===== src/rtl/acr_pkg.sv =====
// Package with register map, field layout, codes and timing constants of the converter control.
package acr_pkg;

  // Register byte addresses on the APB slave.
  localparam logic [7:0] ADDR_CHAN_START = 8'h00;
  localparam logic [7:0] ADDR_CLK_FMT    = 8'h04;
  localparam logic [7:0] ADDR_RES_HIGH   = 8'h08;
  localparam logic [7:0] ADDR_RES_LOW    = 8'h0C;
  localparam logic [7:0] ADDR_IRQ_STATUS = 8'h10;
  localparam logic [7:0] ADDR_IRQ_MASK   = 8'h14;

  // Field positions of the channel/start register.
  localparam int CH_ENABLE_BIT = 0;
  localparam int CH_START_BIT  = 1;
  localparam int CH_SEL_LSB    = 2;
  localparam int CH_SEL_MSB    = 7;

  // Field positions of the clock/format/reference register.
  localparam int REF_LSB     = 0;
  localparam int REF_MSB     = 1;
  localparam int JUSTIFY_BIT = 2;
  localparam int CLKSEL_LSB  = 4;
  localparam int CLKSEL_MSB  = 6;
  localparam logic [7:0] CLK_FMT_WMASK = 8'h77;

  // Reset values.
  localparam logic [7:0] CHAN_START_RST = 8'h00;
  localparam logic [7:0] CLK_FMT_RST    = 8'h00;

  // Clock select codes.
  localparam logic [2:0] CLKSEL_DIV8  = 3'h1;
  localparam logic [2:0] CLKSEL_DIV16 = 3'h5;
  localparam logic [2:0] CLKSEL_DIV32 = 3'h2;
  localparam logic [2:0] CLKSEL_DIV64 = 3'h6;
  localparam logic [1:0] CLKSEL_RC_LOW = 2'h3;

  // Divide ratios.
  localparam logic [6:0] DIV_8   = 7'h08;
  localparam logic [6:0] DIV_16  = 7'h10;
  localparam logic [6:0] DIV_32  = 7'h20;
  localparam logic [6:0] DIV_64  = 7'h40;

  // Reference select codes.
  localparam logic [1:0] REF_INTERNAL = 2'h0;
  localparam logic [1:0] REF_SUPPLY   = 2'h1;
  localparam logic [1:0] REF_EXT_HI   = 2'h2;

  // Channel select landmarks.
  localparam logic [5:0] CH_PORT_LAST    = 6'h07;
  localparam logic [5:0] CH_TEMP_SENSOR  = 6'h10;
  localparam logic [5:0] CH_BANDGAP      = 6'h11;
  localparam logic [5:0] CH_RAW_CURRENT  = 6'h1E;
  localparam logic [5:0] CH_CLAMP_REF    = 6'h1F;

  // Conversion timing in conversion-bit periods.
  localparam logic [3:0] CONV_PERIODS  = 4'hB;
  localparam logic [3:0] ABORT_PERIODS = 4'h2;

  // Converter sequencer states.
  typedef enum logic [1:0] {
    ST_IDLE    = 2'b00,
    ST_CONVERT = 2'b01,
    ST_HOLDOFF = 2'b10
  } acr_state_e;

endpackage


===== src/rtl/acr_tick_if.sv =====
// Interface carrying the conversion-bit tick from the divider to the controller.
`timescale 1ns/100ps
interface acr_tick_if;
  logic [2:0] clockSelect;
  logic       running;
  logic       tick;
  logic       validSelect;

  modport ctrl (output clockSelect, output running, input tick, input validSelect);
  modport div  (input clockSelect, input running, output tick, output validSelect);
endinterface // acr_tick_if


===== src/rtl/acr_bit_clock.sv =====
// Conversion-bit clock divider producing a one-cycle tick enable.
`timescale 1ns/100ps
module acr_bit_clock (
  // Clock and reset.
  input  wire logic  core_clk,
  input  wire logic  rst_n,
  // Internal oscillator edge, already on core_clk.
  input  wire logic  rcTick,
  // Link to the controller.
  acr_tick_if.div    tickIf
);

  logic [6:0] divCount;
  logic [6:0] ratio;
  logic       rcMode;
  logic       srcTick;
  logic       wrap;

  assign rcMode = (tickIf.clockSelect[1:0] == acr_pkg::CLKSEL_RC_LOW);
  assign ratio = (tickIf.clockSelect == acr_pkg::CLKSEL_DIV8)  ? acr_pkg::DIV_8  :
                 (tickIf.clockSelect == acr_pkg::CLKSEL_DIV16) ? acr_pkg::DIV_16 :
                 (tickIf.clockSelect == acr_pkg::CLKSEL_DIV32) ? acr_pkg::DIV_32 :
                 (tickIf.clockSelect == acr_pkg::CLKSEL_DIV64) ? acr_pkg::DIV_64 :
                 rcMode ? acr_pkg::DIV_16 : 7'h00;
  assign tickIf.validSelect = (ratio != 7'h00);
  assign srcTick = rcMode ? rcTick : 1'b1;
  assign wrap    = (divCount == ratio - 7'h01);
  assign tickIf.tick = tickIf.running && tickIf.validSelect && srcTick && wrap;

  // Counter advances on each source edge while the sequencer is in convert or hold-off.
  always_ff @(posedge core_clk or negedge rst_n) begin
    if (!rst_n) begin
      divCount <= 7'h00;
    end else if (!tickIf.running || !tickIf.validSelect) begin
      divCount <= 7'h00;
    end else if (srcTick) begin
      divCount <= wrap ? 7'h00 : divCount + 7'h01;
    end
  end

endmodule // acr_bit_clock


===== src/rtl/acr_converter_control.sv =====
// Converter control registers, sequencer and APB slave.
`timescale 1ns/100ps
module acr_converter_control (
  // Clock and reset.
  input  wire logic        core_clk,
  input  wire logic        rst_n,
  // APB slave.
  input  wire logic        psel,
  input  wire logic        penable,
  input  wire logic        pwrite,
  input  wire logic [7:0]  paddr,
  input  wire logic [31:0] pwdata,
  output logic      [31:0] prdata,
  output logic             pready,
  output logic             pslverr,
  // Analog front end.
  input  wire logic        rcOscPin,
  input  wire logic        compareIn,
  output logic      [5:0]  channelSelect,
  output logic             channelValid,
  output logic             tempSensorOn,
  output logic             bandgapOn,
  output logic             rawCurrentOn,
  output logic             clampRefOn,
  output logic      [1:0]  referenceSelect,
  output logic             externalRefOn,
  output logic             converterPowered,
  output logic             sampleHold,
  output logic      [9:0]  trialCode,
  // Interrupt.
  output logic             irq
);

  ////////////////////////////////////////////////////////////////////////////
  // Register state.
  logic [7:0] chanStart;
  logic [7:0] clkFmt;
  logic [9:0] result;
  logic       doneStatus;
  logic       doneMask;
  acr_pkg::acr_state_e state;
  logic [3:0] periodCount;
  logic [9:0] sarReg;
  logic [9:0] sarBit;
  logic       rcSync1;
  logic       rcSync2;
  logic       rcPrev;
  logic       cmpSync1;
  logic       cmpSync2;

  acr_tick_if tickIf ();

  ////////////////////////////////////////////////////////////////////////////
  // Bus decode.
  logic       wrEn;
  logic       rdEn;
  logic       hitChan;
  logic       hitClk;
  logic       hitHigh;
  logic       hitLow;
  logic       hitStat;
  logic       hitMask;
  logic       hitAny;
  logic       enableBit;
  logic       startBit;
  logic       startWrite;
  logic       swAbort;
  logic       convDone;
  logic [15:0] justified;
  logic [7:0] readByte;

  assign wrEn    = psel && penable && pwrite;
  assign rdEn    = psel && !pwrite;
  assign hitChan = (paddr == acr_pkg::ADDR_CHAN_START);
  assign hitClk  = (paddr == acr_pkg::ADDR_CLK_FMT);
  assign hitHigh = (paddr == acr_pkg::ADDR_RES_HIGH);
  assign hitLow  = (paddr == acr_pkg::ADDR_RES_LOW);
  assign hitStat = (paddr == acr_pkg::ADDR_IRQ_STATUS);
  assign hitMask = (paddr == acr_pkg::ADDR_IRQ_MASK);
  assign hitAny  = hitChan | hitClk | hitHigh | hitLow | hitStat | hitMask;

  // Slave answers in the first access cycle; unmapped addresses flag an error.
  assign pready  = 1'b1;
  assign pslverr = psel && penable && !hitAny;

  ////////////////////////////////////////////////////////////////////////////
  // Control field views.
  assign enableBit = chanStart[acr_pkg::CH_ENABLE_BIT];
  assign startBit  = chanStart[acr_pkg::CH_START_BIT];
  assign startWrite = wrEn && hitChan && pwdata[acr_pkg::CH_START_BIT];
  assign swAbort  = wrEn && hitChan && !pwdata[acr_pkg::CH_START_BIT] &&
                    (state == acr_pkg::ST_CONVERT);
  // Done after the eleventh bit period.
  assign convDone = (state == acr_pkg::ST_CONVERT) && tickIf.tick &&
                    (periodCount == acr_pkg::CONV_PERIODS - 4'h1) && !swAbort;

  ////////////////////////////////////////////////////////////////////////////
  // Result justification.
  // Right justify when select bit set.
  assign justified = clkFmt[acr_pkg::JUSTIFY_BIT] ? {6'h00, result} : {result, 6'h00};

  // Read multiplexer.
  assign readByte = hitChan ? chanStart :
                    hitClk  ? clkFmt :
                    hitHigh ? justified[15:8] :
                    hitLow  ? justified[7:0] :
                    hitStat ? {7'h00, doneStatus} :
                    hitMask ? {7'h00, doneMask} : 8'h00;

  // Read data is registered during the setup cycle.
  always_ff @(posedge core_clk or negedge rst_n) begin
    if (!rst_n) begin
      prdata <= 32'h0000_0000;
    end else if (rdEn && !penable) begin
      prdata <= {24'h00_0000, readByte};
    end
  end

  ////////////////////////////////////////////////////////////////////////////
  // Channel/start register.
  always_ff @(posedge core_clk or negedge rst_n) begin
    if (!rst_n) begin
      chanStart <= acr_pkg::CHAN_START_RST;
    end else if (wrEn && hitChan) begin
      // Start ignored while disabled or holding off.
      chanStart <= {pwdata[7:2],
                    pwdata[acr_pkg::CH_START_BIT] && pwdata[acr_pkg::CH_ENABLE_BIT] &&
                    (state != acr_pkg::ST_HOLDOFF) && tickIf.validSelect,
                    pwdata[acr_pkg::CH_ENABLE_BIT]};
    end else if (convDone || !enableBit) begin
      chanStart[acr_pkg::CH_START_BIT] <= 1'b0;
    end
  end

  // Clock/format/reference register.
  always_ff @(posedge core_clk or negedge rst_n) begin
    if (!rst_n) begin
      clkFmt <= acr_pkg::CLK_FMT_RST;
    end else if (wrEn && hitClk) begin
      clkFmt <= pwdata[7:0] & acr_pkg::CLK_FMT_WMASK;
    end
  end

  ////////////////////////////////////////////////////////////////////////////
  // Interrupt status and mask; a new event wins over a clear.
  always_ff @(posedge core_clk or negedge rst_n) begin
    if (!rst_n) begin
      doneStatus <= 1'b0;
      doneMask   <= 1'b0;
    end else begin
      doneStatus <= convDone || (doneStatus && !(wrEn && hitStat && pwdata[0]));
      if (wrEn && hitMask) begin
        doneMask <= pwdata[0];
      end
    end
  end

  assign irq = doneStatus && doneMask;

  ////////////////////////////////////////////////////////////////////////////
  // Synchronisers for the oscillator pin and comparator.
  always_ff @(posedge core_clk or negedge rst_n) begin
    if (!rst_n) begin
      rcSync1  <= 1'b0;
      rcSync2  <= 1'b0;
      rcPrev   <= 1'b0;
      cmpSync1 <= 1'b0;
      cmpSync2 <= 1'b0;
    end else begin
      rcSync1  <= rcOscPin;
      rcSync2  <= rcSync1;
      rcPrev   <= rcSync2;
      cmpSync1 <= compareIn;
      cmpSync2 <= cmpSync1;
    end
  end

  // Divider sees the clock select field and runs in convert or hold-off.
  assign tickIf.clockSelect = clkFmt[acr_pkg::CLKSEL_MSB:acr_pkg::CLKSEL_LSB];
  assign tickIf.running = (state != acr_pkg::ST_IDLE);

  acr_bit_clock uBitClock (
    .core_clk (core_clk),
    .rst_n    (rst_n),
    .rcTick   (rcSync2 && !rcPrev),
    .tickIf   (tickIf)
  );

  // Trial word after the current bit is decided; the last decision must reach the result.
  logic [9:0] next_sarReg;
  assign next_sarReg = (cmpSync2 ? sarReg : (sarReg & ~sarBit)) | (sarBit >> 1);

  ////////////////////////////////////////////////////////////////////////////
  // Conversion sequencer with successive approximation.
  always_ff @(posedge core_clk or negedge rst_n) begin
    if (!rst_n) begin
      state       <= acr_pkg::ST_IDLE;
      periodCount <= 4'h0;
      sarReg      <= 10'h000;
      sarBit      <= 10'h000;
      result      <= 10'h000;
    end else begin
      unique case (state)
        acr_pkg::ST_IDLE: begin
          periodCount <= 4'h0;
          if (startBit && enableBit) begin
            state  <= acr_pkg::ST_CONVERT;
            sarReg <= 10'h200;
            sarBit <= 10'h200;
          end
        end
        acr_pkg::ST_CONVERT: begin
          if (!enableBit) begin
            state <= acr_pkg::ST_IDLE;
          end else if (swAbort) begin
            state       <= acr_pkg::ST_HOLDOFF;
            periodCount <= 4'h0;
          end else if (tickIf.tick) begin
            periodCount <= periodCount + 4'h1;
            if (periodCount != 4'h0 && sarBit != 10'h000) begin
              sarReg <= next_sarReg;
              sarBit <= sarBit >> 1;
            end
            if (convDone) begin
              result <= next_sarReg;
              state  <= acr_pkg::ST_IDLE;
            end
          end
        end
        acr_pkg::ST_HOLDOFF: begin
          if (!enableBit) begin
            state <= acr_pkg::ST_IDLE;
          end else if (tickIf.tick) begin
            periodCount <= periodCount + 4'h1;
            if (periodCount == acr_pkg::ABORT_PERIODS - 4'h1) begin
              state <= acr_pkg::ST_IDLE;
            end
          end
        end
        default: begin
          state <= acr_pkg::ST_IDLE;
        end
      endcase
    end
  end

  ////////////////////////////////////////////////////////////////////////////
  // Analog front-end controls.
  logic [5:0] chSel;
  assign chSel = chanStart[acr_pkg::CH_SEL_MSB:acr_pkg::CH_SEL_LSB];
  assign channelSelect = chSel;
  // Codes above the clamp reference are unimplemented.
  assign channelValid  = (chSel <= acr_pkg::CH_CLAMP_REF);
  assign clampRefOn    = (chSel == acr_pkg::CH_CLAMP_REF);
  assign tempSensorOn  = (chSel == acr_pkg::CH_TEMP_SENSOR);
  assign bandgapOn     = (chSel == acr_pkg::CH_BANDGAP);
  assign rawCurrentOn  = (chSel == acr_pkg::CH_RAW_CURRENT);
  assign referenceSelect = clkFmt[acr_pkg::REF_MSB:acr_pkg::REF_LSB];
  assign externalRefOn   = (referenceSelect >= acr_pkg::REF_EXT_HI);
  assign converterPowered = enableBit;
  assign sampleHold = (state == acr_pkg::ST_CONVERT);
  assign trialCode  = sarReg;

endmodule // acr_converter_control


===== config.mk =====
export PLATFORM = sky130hd
export DESIGN_NAME = acr_converter_control
export DESIGN_NICKNAME = d
export VERILOG_FILES = /design/src/rtl/acr_pkg.sv /design/src/rtl/acr_tick_if.sv /design/src/rtl/acr_bit_clock.sv /design/src/rtl/acr_converter_control.sv
export SDC_FILE = /design/constraint.sdc
export NUM_CORES = 1
export LEC_CHECK = 0
export ABC_AREA = 1
export BUFFER_PORTS_ARGS = -buffer_cell sky130_fd_sc_hd__buf_4
export CELL_PAD_IN_SITES_DETAIL_PLACEMENT = 0
export CELL_PAD_IN_SITES_GLOBAL_PLACEMENT = 1
export CORE_AREA = 5 5 117 119
export CTS_CLUSTER_DIAMETER = 100
export DETAILED_ROUTE_END_ITERATION = 8
export DIE_AREA = 0 0 122 124
export PLACE_DENSITY_LB_ADDON = 0.1
export SLEW_MARGIN = 20
export SYNTH_ARGS = -nofsm -noshare
export SYNTH_HDL_FRONTEND = slang
export SYNTH_SLANG_ARGS = --single-unit

===== constraint.sdc =====
create_clock -name core_clk -period 2.7 [get_ports core_clk]
set_input_delay 0.54 -clock core_clk [delete_from_list [all_inputs] [get_ports core_clk]]
set_output_delay 0.54 -clock core_clk [all_outputs]
set_load 0.01 [all_outputs]

==> flow_summary.yaml <==
status:
  status: "complete, no violations"
final_layout:
  mostFrequentLayoutCell: "nand2_1"
  layout-drive-gt1-share_pct: 17.02
  final_net_count: 664
  antennaDiodeCount: 0
  final_cell_mix: "nand2_1 (171), dfrtp_1 (72), buf_4 (65)"
  area_growth_syn_to_layout_pct: 18.61
worst_setup_path:
  worstSetupEndpointType: "register"
  critPathRequiredTime_ns: 2.93
  critPathKind: "register to register"
  startpoint_type: "register"
  cp_max_fo: 20
  worstPathArrival_ns: 2.61
route:
  wl_met3_um: 617
  top_layer: "met4"
  met2_length_um: 4929
  drtIter0Drc: 221
  wirelength_um: 10970
  avgRoutedWirePerCell_um: 14.02
  vias: 3544
  drc: 0
  drtPass1Iterations: 4
  detail-route-antenna-nets: 0
  m1WireLength_um: 5271
  avgViaCountPerCell: 4.526
timing:
  skew_ns: 0.004707
  worst_pin_slew_ns: 0.4990
  slew_headroom_pct: 66.61
  min_period_ns: 2.388
  finalSetupViolations: 0
  rsz0062_at_grt: "no"
  fin_crit_sh_pct: 88.45
  fin_setup_tns_ns: 0
  layout_setup_ws_ns: 0.3119
  finalHoldViolCount: 0
  maxSlewViolCount: 0
  fmax_ghz: 0.4187
cts:
  post-cts-setup-buffer-count: 0
  cts_inserted_buffers: 9
  cts-root-buf: "clkbuf_16"
  holdBufCountCts: 0
  cts.sinks: 72
  clk_latency_ns: 0.34
  cts_tree: "built"
  cts_max_level: 3
  cts-resized-gates: 0
  cts_buffer_depth: 2
  clk_pin_slew_ns: 0.06
global_route:
  grt_pass1_vias: 3451
  grt-ovfl-total: 0
  grt_pass1_wl_um: 18080
  grt_usage_pct: 15.43
  grt_max_degree: 73
  antenna_found_initial: 0
floorplan:
  initial_core_util_pct: 33.98
  dieArea_sq_um: 15130
  num_rows: 41
  die_w_um: 122
  fp.dieH_um: 124
  io_pins: 108
  core_area_sq_um: 12470
logic_synthesis:
  ys_seq_elements: 72
  synth_area_sq_um: 4235
  synth-edff-count: 0
  syn_avg_cell_area_sq_um: 7.631
  syn_inst: 555
  async_reset_ff_share_pct: 100.0
  ys_types: 38
  yosys_warnings: 0
  yosysSeqAreaShare_pct: 42.54
  synth_flop_cell: "dfrtp_1"
placement:
  pre_cts_ws_ns: 0.3012
  hpwl_um: 8110
  port_buffers: 58
  place.gp.congestion: 0.8226
pwr:
  p_leak_nw: 2.525
  ir_drop_uv: 264.5
  p_per_area_nw_per_um2: 666.3
min_path:
  hp-class: "input port to async pin"
flow_run:
  drv_cap: 0
-- per-layer routing --
metal	vias up	GRT usage (%)
li1	1835	-
met5	-	0
met3	9	3.951
met2	69	23.45
met1	1631	21.26
met4	0	5.672
-- worst paths after layout --
path / endpoint / startpoint / depth (start not counted) / slack (ns)
max in group asynchronous: chanStart[6] / rst_n / 2 / 2.16
min reg2reg: rcSync2 / rcSync1 / 0 / 0.35
max reg2reg: trialCode[8] / clkFmt[5] / 14 / 0.31
min in group core_clk: rcSync1 / rcOscPin / 1 / 0.30
max: trialCode[8] / clkFmt[5] / 14 / 0.31
min: trialCode[9] / rst_n / 2 / 0.20
-- registers in the layout, summed over array words and instances, names as in the netlist --
register,cells
cmpSync2,1
cmpSync1,1
chanStart,8
doneStatus,1
state,2
doneMask,1
uBitClock.divCount,7
clkFmt,6
rcSync2,1
trialCode,10
sarBit,10
prdata,8
periodCount,4
result,10
rcSync1,1
rcPrev,1
-- power by group --
group          leakage (nW)  switching, mW  internal [mW]
registers             0.969         0.0846           1.16
clock network         0.155          0.477          0.829
logic                  1.40          0.540          0.259
total                  2.52           1.10           2.25
-- critical path, stage by stage (launching register included) --
cell	delay (ns)
dfrtp_1	0.45
inv_2	0.15
nand3_2	0.10
ha_1	0.24
or2_2	0.31
nand2_1	0.06
nand2_1	0.04
nand2_1	0.14
nand3_4	0.13
inv_2	0.10
nand2_2	0.06
nand2_4	0.12
nand2_4	0.18
nand2_1	0.12
nand2_1	0.06
-- layout make-up --
| cell class | instances | area, sq um |
|---|---|---|
| multi-input cells | 401 | 1964 |
| clock inverters | 5 | 81.33 |
| well taps | 172 | 215.2 |
| repair buffers | 66 | 508.0 |
| inverters | 57 | 214.0 |
| fillers | 1358 | 7442 |
| flip-flops and latches | 72 | 1802 |
| clock buffers | 10 | 239.0 |
-- Yosys cell counts, types with 4 or more instances --
library cell | instances | area [sq um]
buf_6 | 4 | 45.04
buf_4 | 33 | 247.7
buf_2 | 5 | 25.02
xor2_1 | 5 | 43.79
o21ai_0 | 28 | 140.1
nand2_1 | 171 | 641.9
a21oi_1 | 18 | 90.09
inv_2 | 5 | 18.77
ha_1 | 10 | 125.1
nand2_2 | 4 | 25.02
clkbuf_1 | 5 | 18.77
inv_1 | 51 | 191.4
o21ai_1 | 10 | 50.05
nor2_1 | 35 | 131.4
nand3_1 | 37 | 185.2
dfrtp_1 | 72 | 1802
nand3b_1 | 9 | 67.56
nor3_1 | 8 | 40.04
nand4_1 | 13 | 81.33
o22ai_1 | 5 | 31.28
-- cells by family after synthesis --
| family | after synthesis | share of synthesized area [%] |
|---|---|---|
| AND/OR/NAND/NOR | 292 | 31.17 |
| adder cells (fa/ha/maj) | 10 | 2.954 |
| AO/OA/AOI/OAI | 67 | 8.538 |
| flip-flops | 72 | 42.54 |
| multiplexers | 2 | 0.4727 |
| buffers and inverters | 105 | 13.12 |
| XOR/XNOR | 5 | 1.034 |
| other | 2 | 0.1773 |
-- stage by stage --
| stage | area (sq um) | std cells | total power, mW | util, % | hold WS [ns] |
|---|---|---|---|---|---|
| after floorplan | 4322 | 578 | 1.840 | - | 0.2444 |
| after global placement | 4703 | 768 | 2.065 | 37.73 | 0.3337 |
| after detailed placement | 4703 | 768 | 2.071 | 37.73 | 0.3370 |
| after CTS | 5024 | 783 | 3.394 | 40.30 | 0.2210 |
| after global routing | 5024 | 783 | 3.541 | 40.30 | 0.2293 |
| final | 5024 | 783 | 3.347 | 40.30 | 0.1989 |
Power figures use the tool's default switching activity.
